[config.mk]
export PLATFORM = sky130hd
export DESIGN_NAME = system_address_map_write_buffer
export DESIGN_NICKNAME = d
export VERILOG_FILES = /design/src/rtl/addr_map_pkg.sv /design/src/rtl/system_address_map_write_buffer.sv
export SDC_FILE = /design/constraint.sdc
export NUM_CORES = 1
export LEC_CHECK = 0
export BUFFER_PORTS_ARGS = -buffer_cell sky130_fd_sc_hd__clkbuf_2
export CORE_ASPECT_RATIO = 2
export CORE_MARGIN = 1.5
export CORE_UTILIZATION = 35
export CTS_BUF_LIST = sky130_fd_sc_hd__clkbuf_16
export DETAILED_ROUTE_END_ITERATION = 10
export GPL_ROUTABILITY_DRIVEN = 0
export PLACE_DENSITY = 0.67
export RECOVER_POWER = 100
export SLEW_MARGIN = 20
export SYNTH_ARGS = -nofsm -noshare
export SYNTH_HDL_FRONTEND = slang
export SYNTH_SLANG_ARGS = --single-unit
[constraint.sdc]
create_clock -name CLK -period 3.6 [get_ports CLK]
set_input_delay 0.18 -clock CLK [delete_from_list [all_inputs] [get_ports CLK]]
set_output_delay 0.18 -clock CLK [all_outputs]
set_load 0.05 [all_outputs]
[src/rtl/addr_map_pkg.sv]
// constants for the system address map and write buffer
package addr_map_pkg;
	localparam int          ADDR_W         = 32;
	localparam int          DATA_W         = 32;
	localparam int          FIFO_DEPTH     = 4;
	// region decode on the top six address bits (64 MB windows)
	localparam int          REGION_HI      = 31;
	localparam int          REGION_LO      = 26;
	localparam logic [5:0]  FLASH_REGION   = 6'h00; // 0x0000_0000
	localparam logic [5:0]  TCM_REGION     = 6'h01; // 0x0400_0000
	localparam logic [5:0]  SRAM_BUF       = 6'h10; // 0x4000_0000
	localparam logic [5:0]  BRIDGE0_BUF    = 6'h12; // 0x4800_0000
	localparam logic [5:0]  BRIDGE1_BUF    = 6'h13; // 0x4c00_0000
	localparam logic [5:0]  SRAM_UNBUF     = 6'h14; // 0x5000_0000
	localparam logic [5:0]  BRIDGE0_UNBUF  = 6'h16; // 0x5800_0000
	localparam logic [5:0]  BRIDGE1_UNBUF  = 6'h17; // 0x5c00_0000
	// high system-bus windows: buffered alias below, unbuffered alias four regions up
	localparam logic [5:0]  HIGH_BUF_LO    = 6'h18; // 0x6000_0000
	localparam logic [5:0]  HIGH_BUF_HI    = 6'h1b;
	localparam logic [5:0]  HIGH_UNBUF_LO  = 6'h1c; // 0x7000_0000
	localparam logic [5:0]  HIGH_UNBUF_HI  = 6'h1f;
	localparam logic [5:0]  TOP_UNBUF      = 6'h3f; // 0xfc00_0000
	// sram size codes
	localparam logic [1:0]  SRAM_32K       = 2'h0;
	localparam logic [1:0]  SRAM_64K       = 2'h1;
	localparam logic [1:0]  SRAM_96K       = 2'h2;
	localparam logic [16:0] SRAM_32K_BYTES = 17'h08000;
	localparam logic [16:0] SRAM_64K_BYTES = 17'h10000;
	localparam logic [16:0] SRAM_96K_BYTES = 17'h18000;
	localparam int          BRIDGE_OFS_W   = 26;
	typedef enum logic [2:0] {
		TGT_NONE   = 3'h0,
		TGT_FLASH  = 3'h1,
		TGT_TCM    = 3'h2,
		TGT_SRAM   = 3'h3,
		TGT_BRIDGE0 = 3'h4,
		TGT_BRIDGE1 = 3'h5,
		TGT_SYSBUS = 3'h6
	} target_t;
	typedef enum logic [2:0] {
		ST_IDLE  = 3'b001,
		ST_DRAIN = 3'b010,
		ST_DIRECT = 3'b100
	} bus_state_t;
endpackage : addr_map_pkg

[src/rtl/system_address_map_write_buffer.sv]
// address decoder and processor write buffer for the system bus
`timescale 1ns/100ps
module system_address_map_write_buffer
	import addr_map_pkg::*;
#(
	parameter int DEPTH = FIFO_DEPTH
) (
	// clock and reset
	input  wire logic                CLK,
	input  wire logic                RSTN,
	// configuration from the processor control register and size register
	input  wire logic                WRITE_BUFFER_EN,
	input  wire logic [1:0]          SRAM_SIZE_SEL,
	// processor / master request
	input  wire logic                REQ_VALID,
	input  wire logic                REQ_WRITE,
	input  wire logic                REQ_FROM_CPU,
	input  wire logic [ADDR_W-1:0]   REQ_ADDR,
	input  wire logic [DATA_W-1:0]   REQ_WDATA,
	output logic                     REQ_READY,
	output logic [DATA_W-1:0]        REQ_RDATA,
	output logic                     REQ_ERROR,
	// tightly coupled data port
	output logic                     TCM_SEL,
	output logic [ADDR_W-1:0]        TCM_ADDR,
	// downstream system bus
	output logic                     BUS_VALID,
	output logic                     BUS_WRITE,
	output logic [ADDR_W-1:0]        BUS_ADDR,
	output logic [DATA_W-1:0]        BUS_WDATA,
	output logic [2:0]               BUS_TARGET,
	output logic [BRIDGE_OFS_W-1:0]  BUS_BRIDGE_OFS,
	output logic                     FLASH_CS0,
	input  wire logic                BUS_DONE,
	input  wire logic [DATA_W-1:0]   BUS_RDATA,
	// status
	output logic                     BUFFER_EMPTY,
	output logic                     BUFFER_FULL
);
	localparam int PTR_W = $clog2(DEPTH);

	logic [ADDR_W-1:0]  fifo_addr [DEPTH];
	logic [DATA_W-1:0]  fifo_data [DEPTH];
	logic [PTR_W-1:0]   wr_ptr, rd_ptr, next_wr_ptr, next_rd_ptr;
	logic [PTR_W:0]     count, next_count;
	logic               wb_en, next_wb_en;
	logic [1:0]         sram_size, next_sram_size;
	bus_state_t         state, next_state;
	logic [ADDR_W-1:0]  bus_addr, next_bus_addr;
	logic [DATA_W-1:0]  bus_wdata, next_bus_wdata;
	logic               bus_write, next_bus_write;
	logic [DATA_W-1:0]  rdata, next_rdata;
	logic               rerror, next_rerror;
	logic               tcm_sel, next_tcm_sel;
	logic [ADDR_W-1:0]  tcm_addr, next_tcm_addr;

	logic [5:0]         region;
	logic               buffered_alias, decode_hit, in_tcm, sram_in_range;
	logic [16:0]        sram_bytes;
	logic               push, pop, fifo_full, fifo_empty, take_direct, take_tcm;

	// decode of the full 32-bit space on 64 MB regions
	function automatic target_t decode(input logic [ADDR_W-1:0] a);
		logic [5:0] r;
		r = a[REGION_HI:REGION_LO];
		if (r == FLASH_REGION)
			return TGT_FLASH;
		else if (r == TCM_REGION)
			return TGT_TCM;
		else if (r == SRAM_BUF || r == SRAM_UNBUF)
			return TGT_SRAM;
		else if (r == BRIDGE0_BUF || r == BRIDGE0_UNBUF)
			return TGT_BRIDGE0;
		else if (r == BRIDGE1_BUF || r == BRIDGE1_UNBUF)
			return TGT_BRIDGE1;
		else if ((r >= HIGH_BUF_LO && r <= HIGH_UNBUF_HI) || r == TOP_UNBUF)
			return TGT_SYSBUS;
		else
			return TGT_NONE;
	endfunction : decode

	always_comb begin
		region = REQ_ADDR[REGION_HI:REGION_LO];
		// buffered alias of sram, both bridges and the high windows sits below its unbuffered twin
		buffered_alias = (region == SRAM_BUF) || (region == BRIDGE0_BUF) ||
			(region == BRIDGE1_BUF) ||
			(region >= HIGH_BUF_LO && region <= HIGH_BUF_HI);
		unique case (sram_size)
			SRAM_64K: sram_bytes = SRAM_64K_BYTES;
			SRAM_96K: sram_bytes = SRAM_96K_BYTES;
			default:  sram_bytes = SRAM_32K_BYTES;
		endcase
		sram_in_range = ({9'h000, REQ_ADDR[25:0]} < {18'h00000, sram_bytes});
		in_tcm = (decode(REQ_ADDR) == TGT_TCM);
		// other masters have no tcm path, so their tcm alias access is unmapped
		decode_hit = (decode(REQ_ADDR) != TGT_NONE) && !(in_tcm && !REQ_FROM_CPU) &&
			(!(in_tcm || decode(REQ_ADDR) == TGT_SRAM) || sram_in_range);
	end

	assign fifo_full  = (count == (PTR_W+1)'(DEPTH));
	assign fifo_empty = (count == '0);

	// only the processor, with buffering on, writing a buffered alias, queues
	always_comb begin
		push = REQ_VALID && REQ_WRITE && REQ_FROM_CPU && wb_en && buffered_alias &&
			decode_hit && !fifo_full && state != ST_DIRECT;
		// direct access waits for the queue to empty so ordering holds
		take_direct = REQ_VALID && decode_hit && !in_tcm && !push && state == ST_IDLE &&
			fifo_empty;
		take_tcm = REQ_VALID && in_tcm && decode_hit && REQ_FROM_CPU && state != ST_DIRECT;
		pop = (state == ST_DRAIN) && BUS_DONE;
	end

	always_comb begin
		REQ_READY = push || take_tcm || (REQ_VALID && !decode_hit) ||
			(state == ST_DIRECT && BUS_DONE);
	end

	always_comb begin
		next_wb_en     = WRITE_BUFFER_EN;
		next_sram_size = SRAM_SIZE_SEL;
		next_wr_ptr    = push ? wr_ptr + (PTR_W)'(1) : wr_ptr;
		next_rd_ptr    = pop ? rd_ptr + (PTR_W)'(1) : rd_ptr;
		next_count     = count + (PTR_W+1)'(push) - (PTR_W+1)'(pop);
		next_state     = state;
		next_bus_addr  = bus_addr;
		next_bus_wdata = bus_wdata;
		next_bus_write = bus_write;
		next_rdata     = rdata;
		next_rerror    = REQ_VALID && !decode_hit;
		next_tcm_sel   = take_tcm;
		next_tcm_addr  = take_tcm ? REQ_ADDR : tcm_addr;
		unique case (state)
			ST_IDLE: begin
				if (!fifo_empty) begin
					next_state     = ST_DRAIN;
					next_bus_addr  = fifo_addr[rd_ptr];
					next_bus_wdata = fifo_data[rd_ptr];
					next_bus_write = 1'b1;
				end else if (take_direct) begin
					next_state     = ST_DIRECT;
					next_bus_addr  = REQ_ADDR;
					next_bus_wdata = REQ_WDATA;
					next_bus_write = REQ_WRITE;
				end
			end
			ST_DRAIN: begin
				if (BUS_DONE)
					next_state = ST_IDLE;
			end
			ST_DIRECT: begin
				if (BUS_DONE) begin
					next_state = ST_IDLE;
					next_rdata = BUS_RDATA;
				end
			end
			default: next_state = ST_IDLE;
		endcase
	end

	always_ff @(posedge CLK) begin
		if (!RSTN) begin
			wb_en     <= 1'b0;
			sram_size <= SRAM_32K;
			wr_ptr    <= '0;
			rd_ptr    <= '0;
			count     <= '0;
			state     <= ST_IDLE;
			bus_addr  <= '0;
			bus_wdata <= '0;
			bus_write <= 1'b0;
			rdata     <= '0;
			rerror    <= 1'b0;
			tcm_sel   <= 1'b0;
			tcm_addr  <= '0;
		end else begin
			wb_en     <= next_wb_en;
			sram_size <= next_sram_size;
			wr_ptr    <= next_wr_ptr;
			rd_ptr    <= next_rd_ptr;
			count     <= next_count;
			state     <= next_state;
			bus_addr  <= next_bus_addr;
			bus_wdata <= next_bus_wdata;
			bus_write <= next_bus_write;
			rdata     <= next_rdata;
			rerror    <= next_rerror;
			tcm_sel   <= next_tcm_sel;
			tcm_addr  <= next_tcm_addr;
		end
	end

	// queue storage needs no reset; entries are valid only between pointers
	always_ff @(posedge CLK) begin
		if (push) begin
			fifo_addr[wr_ptr] <= REQ_ADDR;
			fifo_data[wr_ptr] <= REQ_WDATA;
		end
	end

	always_comb begin
		BUS_VALID      = (state != ST_IDLE);
		BUS_WRITE      = bus_write;
		BUS_ADDR       = bus_addr;
		BUS_WDATA      = bus_wdata;
		BUS_TARGET     = (state != ST_IDLE) ? 3'(decode(bus_addr)) : 3'(TGT_NONE);
		BUS_BRIDGE_OFS = bus_addr[BRIDGE_OFS_W-1:0];
		FLASH_CS0      = (state != ST_IDLE) && (decode(bus_addr) == TGT_FLASH);
		REQ_RDATA      = rdata;
		REQ_ERROR      = rerror;
		TCM_SEL        = tcm_sel;
		TCM_ADDR       = tcm_addr;
		BUFFER_EMPTY   = fifo_empty;
		BUFFER_FULL    = fifo_full;
	end
endmodule : system_address_map_write_buffer

## Word level (Yosys, flattened, before mapping)

Memory sizes are Yosys's and may differ from the RTL's. A register that Yosys moved wholly into a read port is not among the register bits.
Index checks and enable logic that the tools add are counted.

| word-level totals | value |
|---|---|
| register bits after elaboration | 144 |
| bits in latches | 0 |
| memory bits (writable) | 256 |
| memory bits (read-only) | 0 |
| bits of input ports | 105 |
| output and inout bits | 165 |
| word-level logic and storage cells | 142 |
| memories | 2 |

Memories:

| name | words | width | rd ports | clocked after memory_dff | wr ports | line | source |
|---|---|---|---|---|---|---|---|
| fifo_addr | 4 | 32 | 1 | 1 | 1 | system_address_map_write_buffer.sv:42 | `logic [ADDR_W-1:0] fifo_addr [DEPTH];` |
| fifo_data | 4 | 32 | 1 | 1 | 1 | system_address_map_write_buffer.sv:43 | `logic [DATA_W-1:0] fifo_data [DEPTH];` |

| operators by class | value |
|---|---|
| add/subtract/negate cells | 4 |
| multipliers | 0 |
| div/mod/pow operators | 0 |
| order comparisons | 6 |
| eq/ne operators | 30 |
| shift operators | 0 |
| muxes and demuxes | 30 |
| bitwise gates (word level) | 0 |
| reductions and logical operators | 57 |

Operator list:

| operator | count |
|---|---|
| 32-bit 2-to-1 mux | 4 |
| 6-bit by 5-bit == test with 1-bit output, second input constant | 12 |
| 3-bit 2-to-1 mux | 16 |
| 17-bit one-hot mux with 2 select lines | 1 |
| 1-bit logical AND | 26 |
| 26-bit by 17-bit < comparator with 1-bit output | 1 |
| 6-bit by 5-bit less-or-equal comparator with 1-bit output, second input constant | 3 |
| 1-bit logical OR | 16 |
| 6-bit by 1-bit == test with 1-bit output, second input constant | 2 |
| 6-bit == test, second input constant | 2 |
| 6-bit by 5-bit greater-or-equal comparator with 1-bit output, second input constant | 2 |
| 6-bit zero test | 2 |
| 3-bit by 2-bit == test with 1-bit output, second input constant | 3 |
| 2-bit 2-to-1 mux | 4 |
| 1-bit zero test | 7 |
| 3-bit by 1-bit == test with 1-bit output, second input constant | 2 |
| 3-bit == test, second input constant | 2 |
| 3-bit != test, second input constant | 2 |
| 3-bit one-hot mux with 2 select lines | 1 |
| 2-bit AND reduction | 3 |
| 2-bit by 1-bit adder with 2-bit output, second input constant | 2 |
| 1-bit 2-to-1 mux | 4 |
| 2-bit by 1-bit != test with 1-bit output, second input constant | 2 |
| 3-bit by 1-bit adder with 3-bit output | 1 |
| other kinds (7) | 7 |

## Longest topological paths before layout

Gate-level depths: netlist of run 1.

| depth | value |
|---|---|
| depth after elaboration | 24 |
| gate-level depth with buffers | 16 |
| mapped depth without buffers | 16 |

## Worst setup path after synthesis of run 1

No wires, ideal clock.

| path | value |
|---|---|
| kind | flip-flop to flip-flop |
| start | register sram_size[1] |
| end | memory fifo_addr[2][0], enable pin |
| library setup time | 0.429 ns |
| arrival time | 3.157 ns |
| required time | 3.171 ns |
| path slack | 0.014 ns |
| stages on the path, launching flop included | 9 |
| path buffers | 0 |
| period minus slack after synthesis | 3.586 ns |
| cell sequence | dfxtp_1 -> inv_1 -> ha_1 -> ha_1 -> o21ai_0 -> nand4_1 -> o211a_1 -> a211oi_2 -> and2_1 |

| between the ends | value |
|---|---|
| longest elaborated chain between the ends | 10 |
| elaborated cells on any way between the ends | 11 |
| those cells by class | order compare: 1; eq/ne: 2; mux: 3; reduce/logical: 5 |

RTL lines:

| element | line | source |
|---|---|---|
| start, declared | system_address_map_write_buffer.sv:47 | `logic [1:0] sram_size, next_sram_size;` |
| start signal, assigned | system_address_map_write_buffer.sv:178 | `sram_size <= next_sram_size;` |
| 2-bit == test / 2-bit by 1-bit == test with 1-bit output (equally long branches) | system_address_map_write_buffer.sv:88 | `unique case (sram_size)` |
| 17-bit one-hot mux with 2 select lines (*) | system_address_map_write_buffer.sv:88 |  |
| 26-bit by 17-bit < comparator with 1-bit output (*) | system_address_map_write_buffer.sv:93 | `sram_in_range = ({9'h000, REQ_ADDR[25:0]} < {18'h00000, sram_bytes});` |
| 1-bit logical OR (*) | system_address_map_write_buffer.sv:97 | `(!(in_tcm \|\| decode(REQ_ADDR) == TGT_SRAM) \|\| sram_in_range);` |
| 1-bit logical AND (*) | system_address_map_write_buffer.sv:96 | `decode_hit = (decode(REQ_ADDR) != TGT_NONE) && !(in_tcm && !REQ_FROM_CPU) &&` |
| 1-bit logical AND (*) | system_address_map_write_buffer.sv:105 | `push = REQ_VALID && REQ_WRITE && REQ_FROM_CPU && wb_en && buffered_alias &&` |
| 1-bit logical AND (*) (2 in series) | system_address_map_write_buffer.sv:106 | `decode_hit && !fifo_full && state != ST_DIRECT;` |
| 1-bit 2-to-1 mux (*) | system_address_map_write_buffer.sv:195 | `if (push) begin` |
| 1-bit 2-to-1 mux (not written as such) (*) | system_address_map_write_buffer.sv:196 | `fifo_addr[wr_ptr] <= REQ_ADDR;` |
| end, declared | system_address_map_write_buffer.sv:42 |  |

Every way passes the cells marked *; elsewhere a longest branch is shown, timed or not.

## Final worst setup path of run 1

| path | value |
|---|---|
| start | register sram_size[1] |
| end | register bus_addr[16], in the netlist BUS_ADDR[16] |

| between the ends | value |
|---|---|
| longest elaborated chain between the ends | 14 |
| elaborated cells on any way between the ends | 17 |
| those cells by class | order compare: 1; eq/ne: 3; mux: 1; reduce/logical: 12 |

RTL lines:

| element | line | source |
|---|---|---|
| 2-bit == test / 2-bit by 1-bit == test with 1-bit output (equally long branches) | system_address_map_write_buffer.sv:88 |  |
| 17-bit one-hot mux with 2 select lines (*) | system_address_map_write_buffer.sv:88 |  |
| 26-bit by 17-bit < comparator with 1-bit output (*) | system_address_map_write_buffer.sv:93 |  |
| 1-bit logical OR (*) | system_address_map_write_buffer.sv:97 |  |
| 1-bit logical AND (*) | system_address_map_write_buffer.sv:96 |  |
| 1-bit logical AND | system_address_map_write_buffer.sv:105 |  |
| 1-bit logical AND (2 in series) | system_address_map_write_buffer.sv:106 |  |
| 1-bit zero test | system_address_map_write_buffer.sv:108 | `take_direct = REQ_VALID && decode_hit && !in_tcm && !push && state == ST_IDLE &&` |
| 1-bit logical AND (*) (3 in series) | system_address_map_write_buffer.sv:108 |  |
| 2-bit by 1-bit != test with 1-bit output (no line) (*) | n/a |  |
| 2-bit AND reduction (no line) (*) | n/a |  |
| end signal, assigned | system_address_map_write_buffer.sv:183 | `bus_addr <= next_bus_addr;` |
| end, declared | system_address_map_write_buffer.sv:49 | `logic [ADDR_W-1:0] bus_addr, next_bus_addr;` |

Marks and branches as above.
A chain may end at the register's enable or synchronous reset.

==> results.md, run 1 <==
- TritonCTS built the clock tree.
- The final routed wire length divided by cell count is ~20 µm.
- The number of nets with antenna violations after detailed routing is 0.
- The share of the cycle needed by the critical path after routing is between 90% and 100%.
- After global routing the overflow that remains totals 0.
- The number of cells on the critical path is 10.
- The setup TNS is 0 ns.
- edfxtp_1 is the most common cell in the netlist.
- The worst setup path is captured at a register.
- The kind of cell with the highest combined delay along the critical path is compound AO/OA/AOI/OAI gates.
- Based on the critical path, the design can be clocked at up to approximately 0.3 GHz.
- The count of flip-flops with a built-in enable after synthesis is 256.
- By area the synthesized netlist is led by edfxtp_1 48%, dfxtp_1 18%, mux4_2 9.1%.
- Setup violations remaining at the end of the flow were counted as 0.
- Together, buffers and inverters on the worst path number 2.
- The first routing iteration left 578 violations.
- In this run the standard cell core region covers 44,900 µm².
- Wires add up to a little under 40,000 µm.
- Setup slack on the worst reg-to-reg path comes out at 0.30 ns.
- The slowest stage of the critical path belongs to the cell clkbuf_4.
- For this design the ratio of total power to cell area is approximately 500 nW/µm².
- The worst setup path is of the register to register kind.
- The launching point of the worst reg2reg path is sram_size[1].
- The number of optimization iterations in the first detailed-route pass is 7.
- The peak supply drop is roughly 320 µV.
- The top-level I/O count is 270.
- For the worst setup path, the data arrival time is 3.73 ns.
- The max-cap check violation count is 1.
- The area overhead of the layout relative to synthesis is 23.1%.
- The start point of the critical path is sram_size[1].
- On the worst path, the slowest cell contributes a delay of 0.84 ns.
- During synthesis, Yosys emitted a total of 0 warnings.
- Data on the critical path is required at its endpoint by 4.03 ns.
- The fraction of post-synthesis cell area in the top cell type by area is 48.4%.
- Across the routed clock network, the largest skew measured is 0.0152 ns.
- The number of standard cells in the layout, taps in and fillers out is 1,962.
- The leakage power summed over all cells is approximately 7.6 nW.
- The instance count of the mapped netlist is 1,038.
- The number of nets at the end of the flow is 1,485.
- The number of nets in the synthesized netlist is roughly 1,200.
- The signal on the critical path passes through inv_1 > ha_1 > ha_1 > o21ai_0 > nand4_1 > o211a_1 > a211oi_1 > clkbuf_4 > o21ai_0 > o211a_1.
- The transition time at the pin with the least slew margin is 1.71 ns.
- Of the cells placed in the final design, the portion with a size suffix greater than 1 is 13.8%.
- The cell type with the largest total area after synthesis is edfxtp_1.
- The overall die area is between 40,000 and 50,000 µm².
- The number of distinct library cells after synthesis is 48.
- In this run the worst setup path terminates at BUS_ADDR[16].
- The sequential element share of the synthesized area is 66.8%.
- The number of global-route vias before repair is between 10,000 and 15,000.
- The root buffer selected by CTS is clkbuf_16.
- Counting along the longest clock path gives a buffer depth of 3.
- The count of final hold-check violations was 0.
- The count of pins over their slew limit came to between 100 and 150.
- For the finished layout, the period the worst path requires is approximately 3.3 ns.
- The headroom to the max-slew limit is -14.1%.
- The critical path startpoint category is a register.
- The final reports fail on max-capacitance violations, max-slew violations.
- The initialized floorplan defines 110 standard-cell rows.
- At the later pin of the worst-skew pair, clock insertion delay measures 0.54 ns.
- Entering global routing, the biggest net connects 70 pins.
- The endpoint identified for the worst register-to-register timing path is BUS_ADDR[16].
- The total half-perimeter wirelength after legalization and detailed placement is between 20,000 and 25,000 µm.
- The flow ran to the end, but the final reports show violations.
- In this run the number of H-tree levels came out at 2.
- The largest fanout of any net on the critical path is 68.
- The total placed cells including tap cells is 1,791.
- The port buffer count is 269.
- The total number of clock tree sinks is 402.
- The starting density of the core is 35.4%.
- The height of the die is 304 µm.
- In this run the worst hold path is classified as primary input to register.
- The overall routing resource usage is roughly 17%.
- The synthesized flop and latch total is 402.
- The first global-routing pass estimated approximately 62,000 µm of wire.
- The number of clock buffers added by TritonCTS is 37.
- In this run the mean area of a mapped cell was 15.3 µm².
- Clock-pin slew was measured on the worst setup and hold paths at 0.07 ns.
- Among all flip-flop cells after synthesis, the most frequent one is edfxtp_1.
- The die is 154 µm wide.
- The worst register-to-register path has a depth of 10.
- The number of remaining DRC errors is 0.
- In the synthesized netlist, the cells that appear most often are 256 x edfxtp_1, 146 x dfxtp_1, 108 x nand2_1.
- The via count is 10,100.
- For this run, asynchronously set or reset flops after synthesis account for 0%.
- The mean number of vias per cell is 5.16.
- The number of antenna violations at the first check in global routing is 5.
- In this run the cell area of the synthesized design comes to roughly 16,000 µm².
- Setup repair after global routing left no endpoint under its margin.
-- power breakdown --
part	switching, W	internal, W	total (W)	leakage (nW)
clock network	0.00171	0.00233	0.00404	0.642
registers	0.0000568	0.00496	0.00502	3.49
logic	0.000607	0.000244	0.000851	3.42
-- through the flow --
step                hold WS [ns]  worst slack (ns)  total power (W)  instance area, µm²  util, %
floorplan                  0.279            0.0144          0.00568               15900        -
detailed placement         0.400             0.414          0.00592               17700     39.4
global placement           0.390             0.418          0.00590               17700     39.4
global route              0.0676            0.0870           0.0102               19600     43.6
finish                    0.0470             0.299          0.00990               19600     43.6
CTS                       0.0234             0.385           0.0101               19900     44.4
-- tightest hold or removal path, stage by stage --
cell and delay, ns:
clkbuf_2 0.14, nor2_1 0.06, a21oi_1 0.11, nor2b_1 0.05
-- repair_timing --
action | 4_1_cts | 5_1_grt
buffers inserted | 0 | 0
endpoints found under the setup margin | 0 | 0
hold buffers | 101 | 0
resized for setup | 0 | 0
hold endpoints to repair | 307 | 0
-- cell type report --
type | count | area, µm²
Fill cell | 4118 | 25300
Inverter | 8 | 30.0
Timing Repair Buffer | 392 | 2310
Multi-Input combinational cell | 530 | 4660
Clock buffer | 39 | 976
Clock inverter | 29 | 263
Sequential cell | 402 | 10600
Tap cell | 560 | 701
Antenna cell | 2 | 5.00
-- layer usage --
metal / up-vias / routed length (µm) / GRT usage (%)
met1: 5118 / 15100 / 19.0
met2: 351 / 21000 / 31.6
li1: 4585 / - / -
met3: 71 / 1950 / 2.75
met4: 4 / 1160 / 6.66
met5: - / 23 / 0
-- how the worst min path moves through the flow --
stage                         start               to  cells past startpoint
floorplan               REQ_ADDR[0]  fifo_addr[0][0]                      0
global placement    WRITE_BUFFER_EN            wb_en                      2
detailed placement  WRITE_BUFFER_EN            wb_en                      2
CTS                        BUS_DONE         state[0]                      3
global route               BUS_DONE         state[0]                      3
finish                     BUS_DONE         state[2]                      4
-- cell usage in the layout (no fill, tap or decap), types with 5 or more instances in the layout --
cell and n:
a21boi_0 50, and2_0 7, and2_1 5, and3_1 17, buf_12 7, buf_4 6, bufinv_16 5, clkbuf_1 230
clkbuf_16 39, clkbuf_2 43, clkinv_2 6, dfxtp_1 144, dlygate4sd3_1 101, edfxtp_1 256, ha_1 8, inv_1 17
mux2i_1 65, mux4_2 64, nand2_1 108, nor2_1 11, nor2b_1 5, nor3_1 7, nor3b_1 5, o211a_1 65
o21ai_0 68, xnor2_1 5
-- flip-flops by register name (all words and copies together), names as in the netlist, named ones only --
signal	flops
BUS_ADDR	32
BUS_WDATA	32
BUS_WRITE	1
REQ_ERROR	1
REQ_RDATA	32
TCM_ADDR	32
TCM_SEL	1
count	3
fifo_addr	128
fifo_data	128
rd_ptr	2
sram_size	2
state	3
wb_en	1
wr_ptr	2
-- cell families after synthesis --
family	after synthesis	synth area share, %
xor gates and xnor gates	6	0.331
muxes	129	13.2
AOI/OAI and AO/OA	198	9.41
DFF	402	66.8
and+or+nand+nor	188	5.61
adders and majority gates	9	0.756
buffers and inverters	106	3.97
(Power assumes the default switching activity.)
==> run 2, diff against run 1 <==
REMOVE_ABC_BUFFERS = 1   (was default)
==> run 2 against run 1 <==
Against the previous run: the flow still finishes with violations (max-capacitance violations, max-slew violations); wire length up 1.2%; via count down 1.5%; register-to-register slack improved by 0.12 ns; sequential share of layout area rose by 0.18 points; global-route usage about the same; worst hold slack worse by 0.025 ns; first-iteration DRC count grew 5.0%; combinational power decreased by 0.6%; clock skew is 0.0085 ns higher; count of clock-buffer cells in the layout fell by 1; setup slack improved by 0.089 ns.
==> results.md, run 2 (same netlist as run 1, synthesis figures left out) <==
- Counting every sink on the clock net gives 402.
- Measured along the y axis, the die boundary spans 304 µm.
- The cell area after placement is 17,700 µm².
- The flow ran to the end, but the final reports show violations.
- The area overhead of the layout relative to synthesis is 22.7%.
- The minimum setup slack in the final design is between 0.3 and 0.4 ns.
- After clock tree synthesis, the clock-pin slew on the worst setup and hold paths is about 0.07 ns.
- In this run the clock root is driven by a clkbuf_16.
- The final standard cell area without fillers is 19,500 µm².
- The footprint of the flip-flops and latches is roughly 11,000 µm².
- The number of remaining DRC errors is 0.
- 270 I/O pins were placed.
- Counting the buffers created by CTS gives 37.
- Counting the fill cells in the layout gives 4,106.
- The overall routing resource usage is about 17%.
- In this run the static leakage power is between 7 and 8 nW.
- The number of global-route vias before repair is about 10,000.
- The count of final hold-check violations is 0.
- The count of hold buffers inserted by post-cts repair is 100.
- The critical path capture point type is a register.
- Headroom to the max-slew limit came out at -113%.
- The setup TNS is 0 ns.
- Using the TritonRoute via totals, the vias-per-cell ratio works out to ~5.1.
- The first routing iteration left 607 violations.
- The die covers approximately 47,000 µm².
- From left edge to right edge, the die measures 154 µm.
- The number of optimization iterations in the first detailed-route pass is 5.
- The total half-perimeter wirelength after legalization and detailed placement is 25,500 µm.
- The clock latency on the worst-skew pair is about 0.54 ns.
- Post-CTS timing repair inserted 0 buffers for setup.
- The floorplan step defined a core boundary enclosing 44,900 µm².
- The number of nets with antenna violations after detailed routing is 0.
- Setup repair after global routing left no endpoint under its margin.
- Dividing total power by cell area gives a power density of 498 nW/µm².
- Detailed routing placed a total of 1750 µm of wire on met3.
- The highest metal layer used by the detailed router is met4.
- The final core area utilization is 43.5%.
- The critical path is of the primary input to register type.
- The tool flagged a number of max-cap violations equal to 1.
- Wires add up to 39,800 µm.
- Setup violations remaining at the end of the flow were counted as 0.
- The worst-case IR drop observed on VDD is approximately 420 µV.
- The most common cell after layout, fill and taps aside is edfxtp_1.
- Data on the critical path arrives at its endpoint at 3.37 ns.
- Along the worst path, the maximum fanout reaches 59.
- Subtracting the final worst setup slack from the clock period gives 3.21 ns.
- The count of pins over their slew limit was 69.
- In the final routed layout, each cell accounts on average for between 20 and 25 µm.
- STA classifies the critical path startpoint as a primary input.
- The maximum number of pins on one net before global-route repair is 78.
- On the final layout, the worst clock skew is approximately 0.024 ns.
- In this run the worst hold path is classified as primary input to register.
- The largest registers in the layout are fifo_addr (128), fifo_data (128).
- The longest clock path from root to sink contains 3 buffers.
- In this run, post-CTS repair resized a total of 0 instances.
- The total placed cells including tap cells is between 1,500 and 2,000.
- The routed layout has roughly 10,000 vias.
- The share of the cycle needed by the critical path after routing is 89.2%.
- For this run the aggregate overflow at the end of global routing stands at 0.
- The number of standard cells in the layout, taps in and fillers out is 1,959.
- TritonCTS built the clock tree.
- Based on the critical path, the design can be clocked at up to roughly 0.31 GHz.
- The area of the multi-input gates is 4660 µm².
- Summed over all nets, wire length on met2 after detailed routing comes to around 22,000 µm.
- The number of antenna violations at the first check in global routing is 1.
- The floorplan has 110 rows.
- The port buffer count is 269.
- The post-route met1 wirelength is approximately 15,000 µm.
- The number of nets at the end of the flow is around 1,500.
- The checks that failed: max-capacitance violations, max-slew violations.
- The transition time at the pin with the least slew margin is 3.19 ns.
- At the placement stage, the worst setup path has a slack of 0.571 ns.
- The top cell types in the final layout, fill and taps aside, are 256 x edfxtp_1, 230 x clkbuf_1, 144 x dfxtp_1.
- The worst endpoint required time is 3.76 ns.
- The fraction of layout cells with a size suffix above 1 is 13.8%.
- The starting density of the core is between 30% and 40%.
- The H-tree level count is 2.
- The first global-routing pass estimated 60,800 µm of wire.
[run 2: changes by cell type in the layout (fill, tap and decap cells not counted), moves of 2 or more]
cell | previous run | this run
o21ai_1 | 0 | 2
clkbuf_2 | 43 | 40
and2_0 | 7 | 3
bufinv_16 | 5 | 3
o21ai_0 | 68 | 66
clkbuf_4 | 4 | 2
and2_4 | 1 | 4
buf_4 | 6 | 12
[run 2: power breakdown]
part	switching [W]	internal [W]	total, W
clock	0.00170	0.00214	0.00384
combinational	0.000602	0.000244	0.000846
sequential	0.0000558	0.00496	0.00501
total	0.00236	0.00734	0.00970
[run 2: through the flow]
stage,power (W),hold slack (ns)
final,0.00970,0.0221
after global routing,0.0100,0.0245
after CTS,0.00985,0.00790
after detailed placement,0.00591,0.395
after global placement,0.00590,0.403
after floorplan,0.00560,0.259
[run 2: worst paths after layout]
path	start	to	slack, ns	cells past startpoint
max reg2reg	sram_size[1]	fifo_data[1][11]	0.42	10
min reg2reg	TCM_ADDR[10]	TCM_ADDR[10]	0.46	2
min	REQ_WRITE	BUS_WRITE	0.02	3
max	REQ_ADDR[26]	fifo_data[1][11]	0.39	9
[run 2: critical path: stages]
cell and delay [ns]:
dlygate4sd3_1 0.53, clkbuf_1 0.34, or3b_1 0.41, nor2_1 0.23, nand2_1 0.13, a211oi_1 0.31
clkbuf_1 0.36, and2_4 0.27, buf_6 0.56
[run 2: layout make-up]
type / count / area share (%)
Sequential cell: 402 / 54.5
Inverter: 8 / 0.154
Clock buffer: 38 / 4.88
Multi-Input combinational cell: 530 / 23.9
Tap cell: 560 / 3.59
Clock inverter: 27 / 1.07
Antenna cell: 2 / 0.0257
Timing Repair Buffer: 392 / 11.9
[run 2: layer usage]
layer	track usage [%]	up-vias
li1	-	4581
met1	18.2	5044
met5	0	-
met2	32.8	293
met3	2.45	59
met4	6.71	0
==> run 3, diff against run 2 <==
MAX_ROUTING_LAYER = met4   (was default)
==> run 3 against run 2 <==
Against the previous run: the flow still finishes with violations (max-capacitance violations, max-slew violations); register-to-register slack got worse by 0.02 ns; flip-flop and latch count is the same; clock skew hardly changed; die area stayed put; sequential share of layout area barely moved; via count rose by 0.10%; design area barely moved; final cell count about the same.
==> results.md, run 3 (same netlist as run 1, synthesis figures left out) <==
- STA classifies the critical path endpoint as a register.
- The worst path uses roughly 90% of the clock period.
- The later pin in the worst-skew pair is clocked with a latency of 0.54 ns.
- The count of final hold-check violations was 0.
- Clock tree synthesis found a total of 402 sinks.
- The count of hold buffers inserted by post-cts repair is 100.
- For this run, the post-layout net count is approximately 1,500.
- The headroom to the max-slew limit is -116%.
- Cells fill ~43% of the core in the end.
- The count of pins over their slew limit is 69.
- In this run the worst path has a maximum fanout of 59.
- The port buffer count is 269.
- The number of global-route vias before repair was between 10,000 and 15,000.
- The area overhead of the layout relative to synthesis is 22.7%.
- The cell area after placement is 17,700 µm².
- The final routed wire length divided by cell count is 20.3 µm.
- The die covers approximately 47,000 µm².
- The number of placement rows is 110.
- 270 I/O pins were placed.
- The first-pass GRT wire length is approximately 61,000 µm.
- Leaving out fill and tap cells, the most frequent cells in the layout are 256 x edfxtp_1, 230 x clkbuf_1, 144 x dfxtp_1.
- The clock-pin transition on the worst setup and hold timing paths is 0.07 ns.
- The worst path arrival time is between 3 and 4 ns.
- The most common cell after layout, fill and taps aside is edfxtp_1.
- The global route total overflow is 0.
- In the routed design, unresolved DRC markers number 0.
- The final standard cell area without fillers is 19,500 µm².
- Timing would allow up to between 0.3 and 0.4 GHz.
- The final reports fail on max-capacitance violations, max-slew violations.
- The fraction of layout cells with a size suffix above 1 is 13.8%.
- The largest registers in the layout are fifo_addr (128), fifo_data (128).
- The clock passes through at most 3 buffers.
- Before CTS, the worst setup slack after placement is about 0.57 ns.
- The HPWL after detailed placement is 25,500 µm.
- The leakage power summed over all cells is approximately 7.5 nW.
- The number of nets with antenna violations after detailed routing is 0.
- The die is ~300 µm tall.
- The post-cts gate resize count is 0.
- The power density over the cells is 498 nW/µm².
- The minimum setup slack in the final design is 0.359 ns.
- Setup repair after global routing left no endpoint under its margin.
- At the pin with the least slew margin, the transition time is between 3 and 4 ns.
- The number of antenna violations at the first check in global routing was 2.
- The worst setup path is launched from a primary input.
- The max-cap check violation count is 1.
- Counting the buffers created by CTS gives 37.
- Using the TritonRoute via totals, the vias-per-cell ratio works out to 5.10.
- The minimum clock period is 3.24 ns.
- At the worst endpoint, the required time is 3.76 ns.
- The post-CTS setup buffer count is 0.
- The clock tree from TritonCTS is done.
- The total setup violations reported at the end of the flow is 0.
- The run finished, with violations left.
- The initial utilization of the core area, before any placement, comes to 35.4%.
- The type of the worst setup path is primary input to register.
- The worst-case IR drop observed on VDD is 425 µV.
- In the global route stage, overall resource usage came out at 17.5%.
- In this run the worst hold path is classified as primary input to register.
- The core outline area is 44,900 µm².
- The first-iteration detailed-routing DRC count is ~660.
- Before antenna repair, the detailed router went through 4 iterations.
- Summed over all failing endpoints, the final setup total negative slack is 0 ns.
- The via count is roughly 10,000.
- Hold is met by 0.0215 ns.
- The final wirelength is 39,800 µm.
- The H-tree level count is 2.
- The root buffer selected by CTS is clkbuf_16.
- The maximum number of pins on one net before global-route repair is a little under 80.
- The width of the die is between 150 and 200 µm.
- Between clock sinks in the finished design, the worst skew comes to between 0.02 and 0.025 ns.
-- run 3: changes by cell type in the layout (fill, tap and decap cells not counted), sizes merged --
cell / before / now
diode: 2 / 3
-- run 3: area by class of cell --
type                       instances  area [µm²]
tap                              560         701
timing repair buffer             392        2320
fill                            4106       25400
inverter                           8        30.0
clock buffer                      38         951
clock inverter                    27         208
antenna                            3        7.51
multi-input combinational        530        4660
sequential                       402       10600
-- run 3: where the power goes --
group / internal (W) / leakage, nW / switching [W] / total, W
registers: 0.00496 / 3.49 / 0.0000562 / 0.00501
logic: 0.000244 / 3.44 / 0.000602 / 0.000846
clock network: 0.00214 / 0.606 / 0.00171 / 0.00385
-- run 3: metal layers --
layer	vias to the layer above	global-route usage [%]	wire, µm
met3	66	2.02	1650
met5	-	-	0
li1	4585	-	-
met2	296	32.8	22000
met4	0	6.71	1350
met1	5040	18.5	14800
-- run 3: stage by stage --
step                instances  power [W]
floorplan                 940    0.00560
global placement         1792    0.00590
detailed placement       1792    0.00591
CTS                      1957    0.00985
global route             1960     0.0100
finish                   1960    0.00971
-- run 3: path summary, 6_finish.rpt --
path	startpoint	to	slack (ns)	depth (start not counted)
setup / recovery	REQ_ADDR[26]	fifo_data[1][11]	0.36	9
hold / removal	REQ_WRITE	BUS_WRITE	0.02	3
setup reg to reg	sram_size[1]	fifo_data[1][11]	0.40	10
hold reg to reg	TCM_ADDR[10]	TCM_ADDR[10]	0.46	2
-- run 3: critical path, cell delays in order --
cell and delay (ns):
dlygate4sd3_1 0.53, clkbuf_1 0.35, or3b_1 0.41, nor2_1 0.23, nand2_1 0.13, a211oi_1 0.31, clkbuf_1 0.37, and2_4 0.28
buf_6 0.56
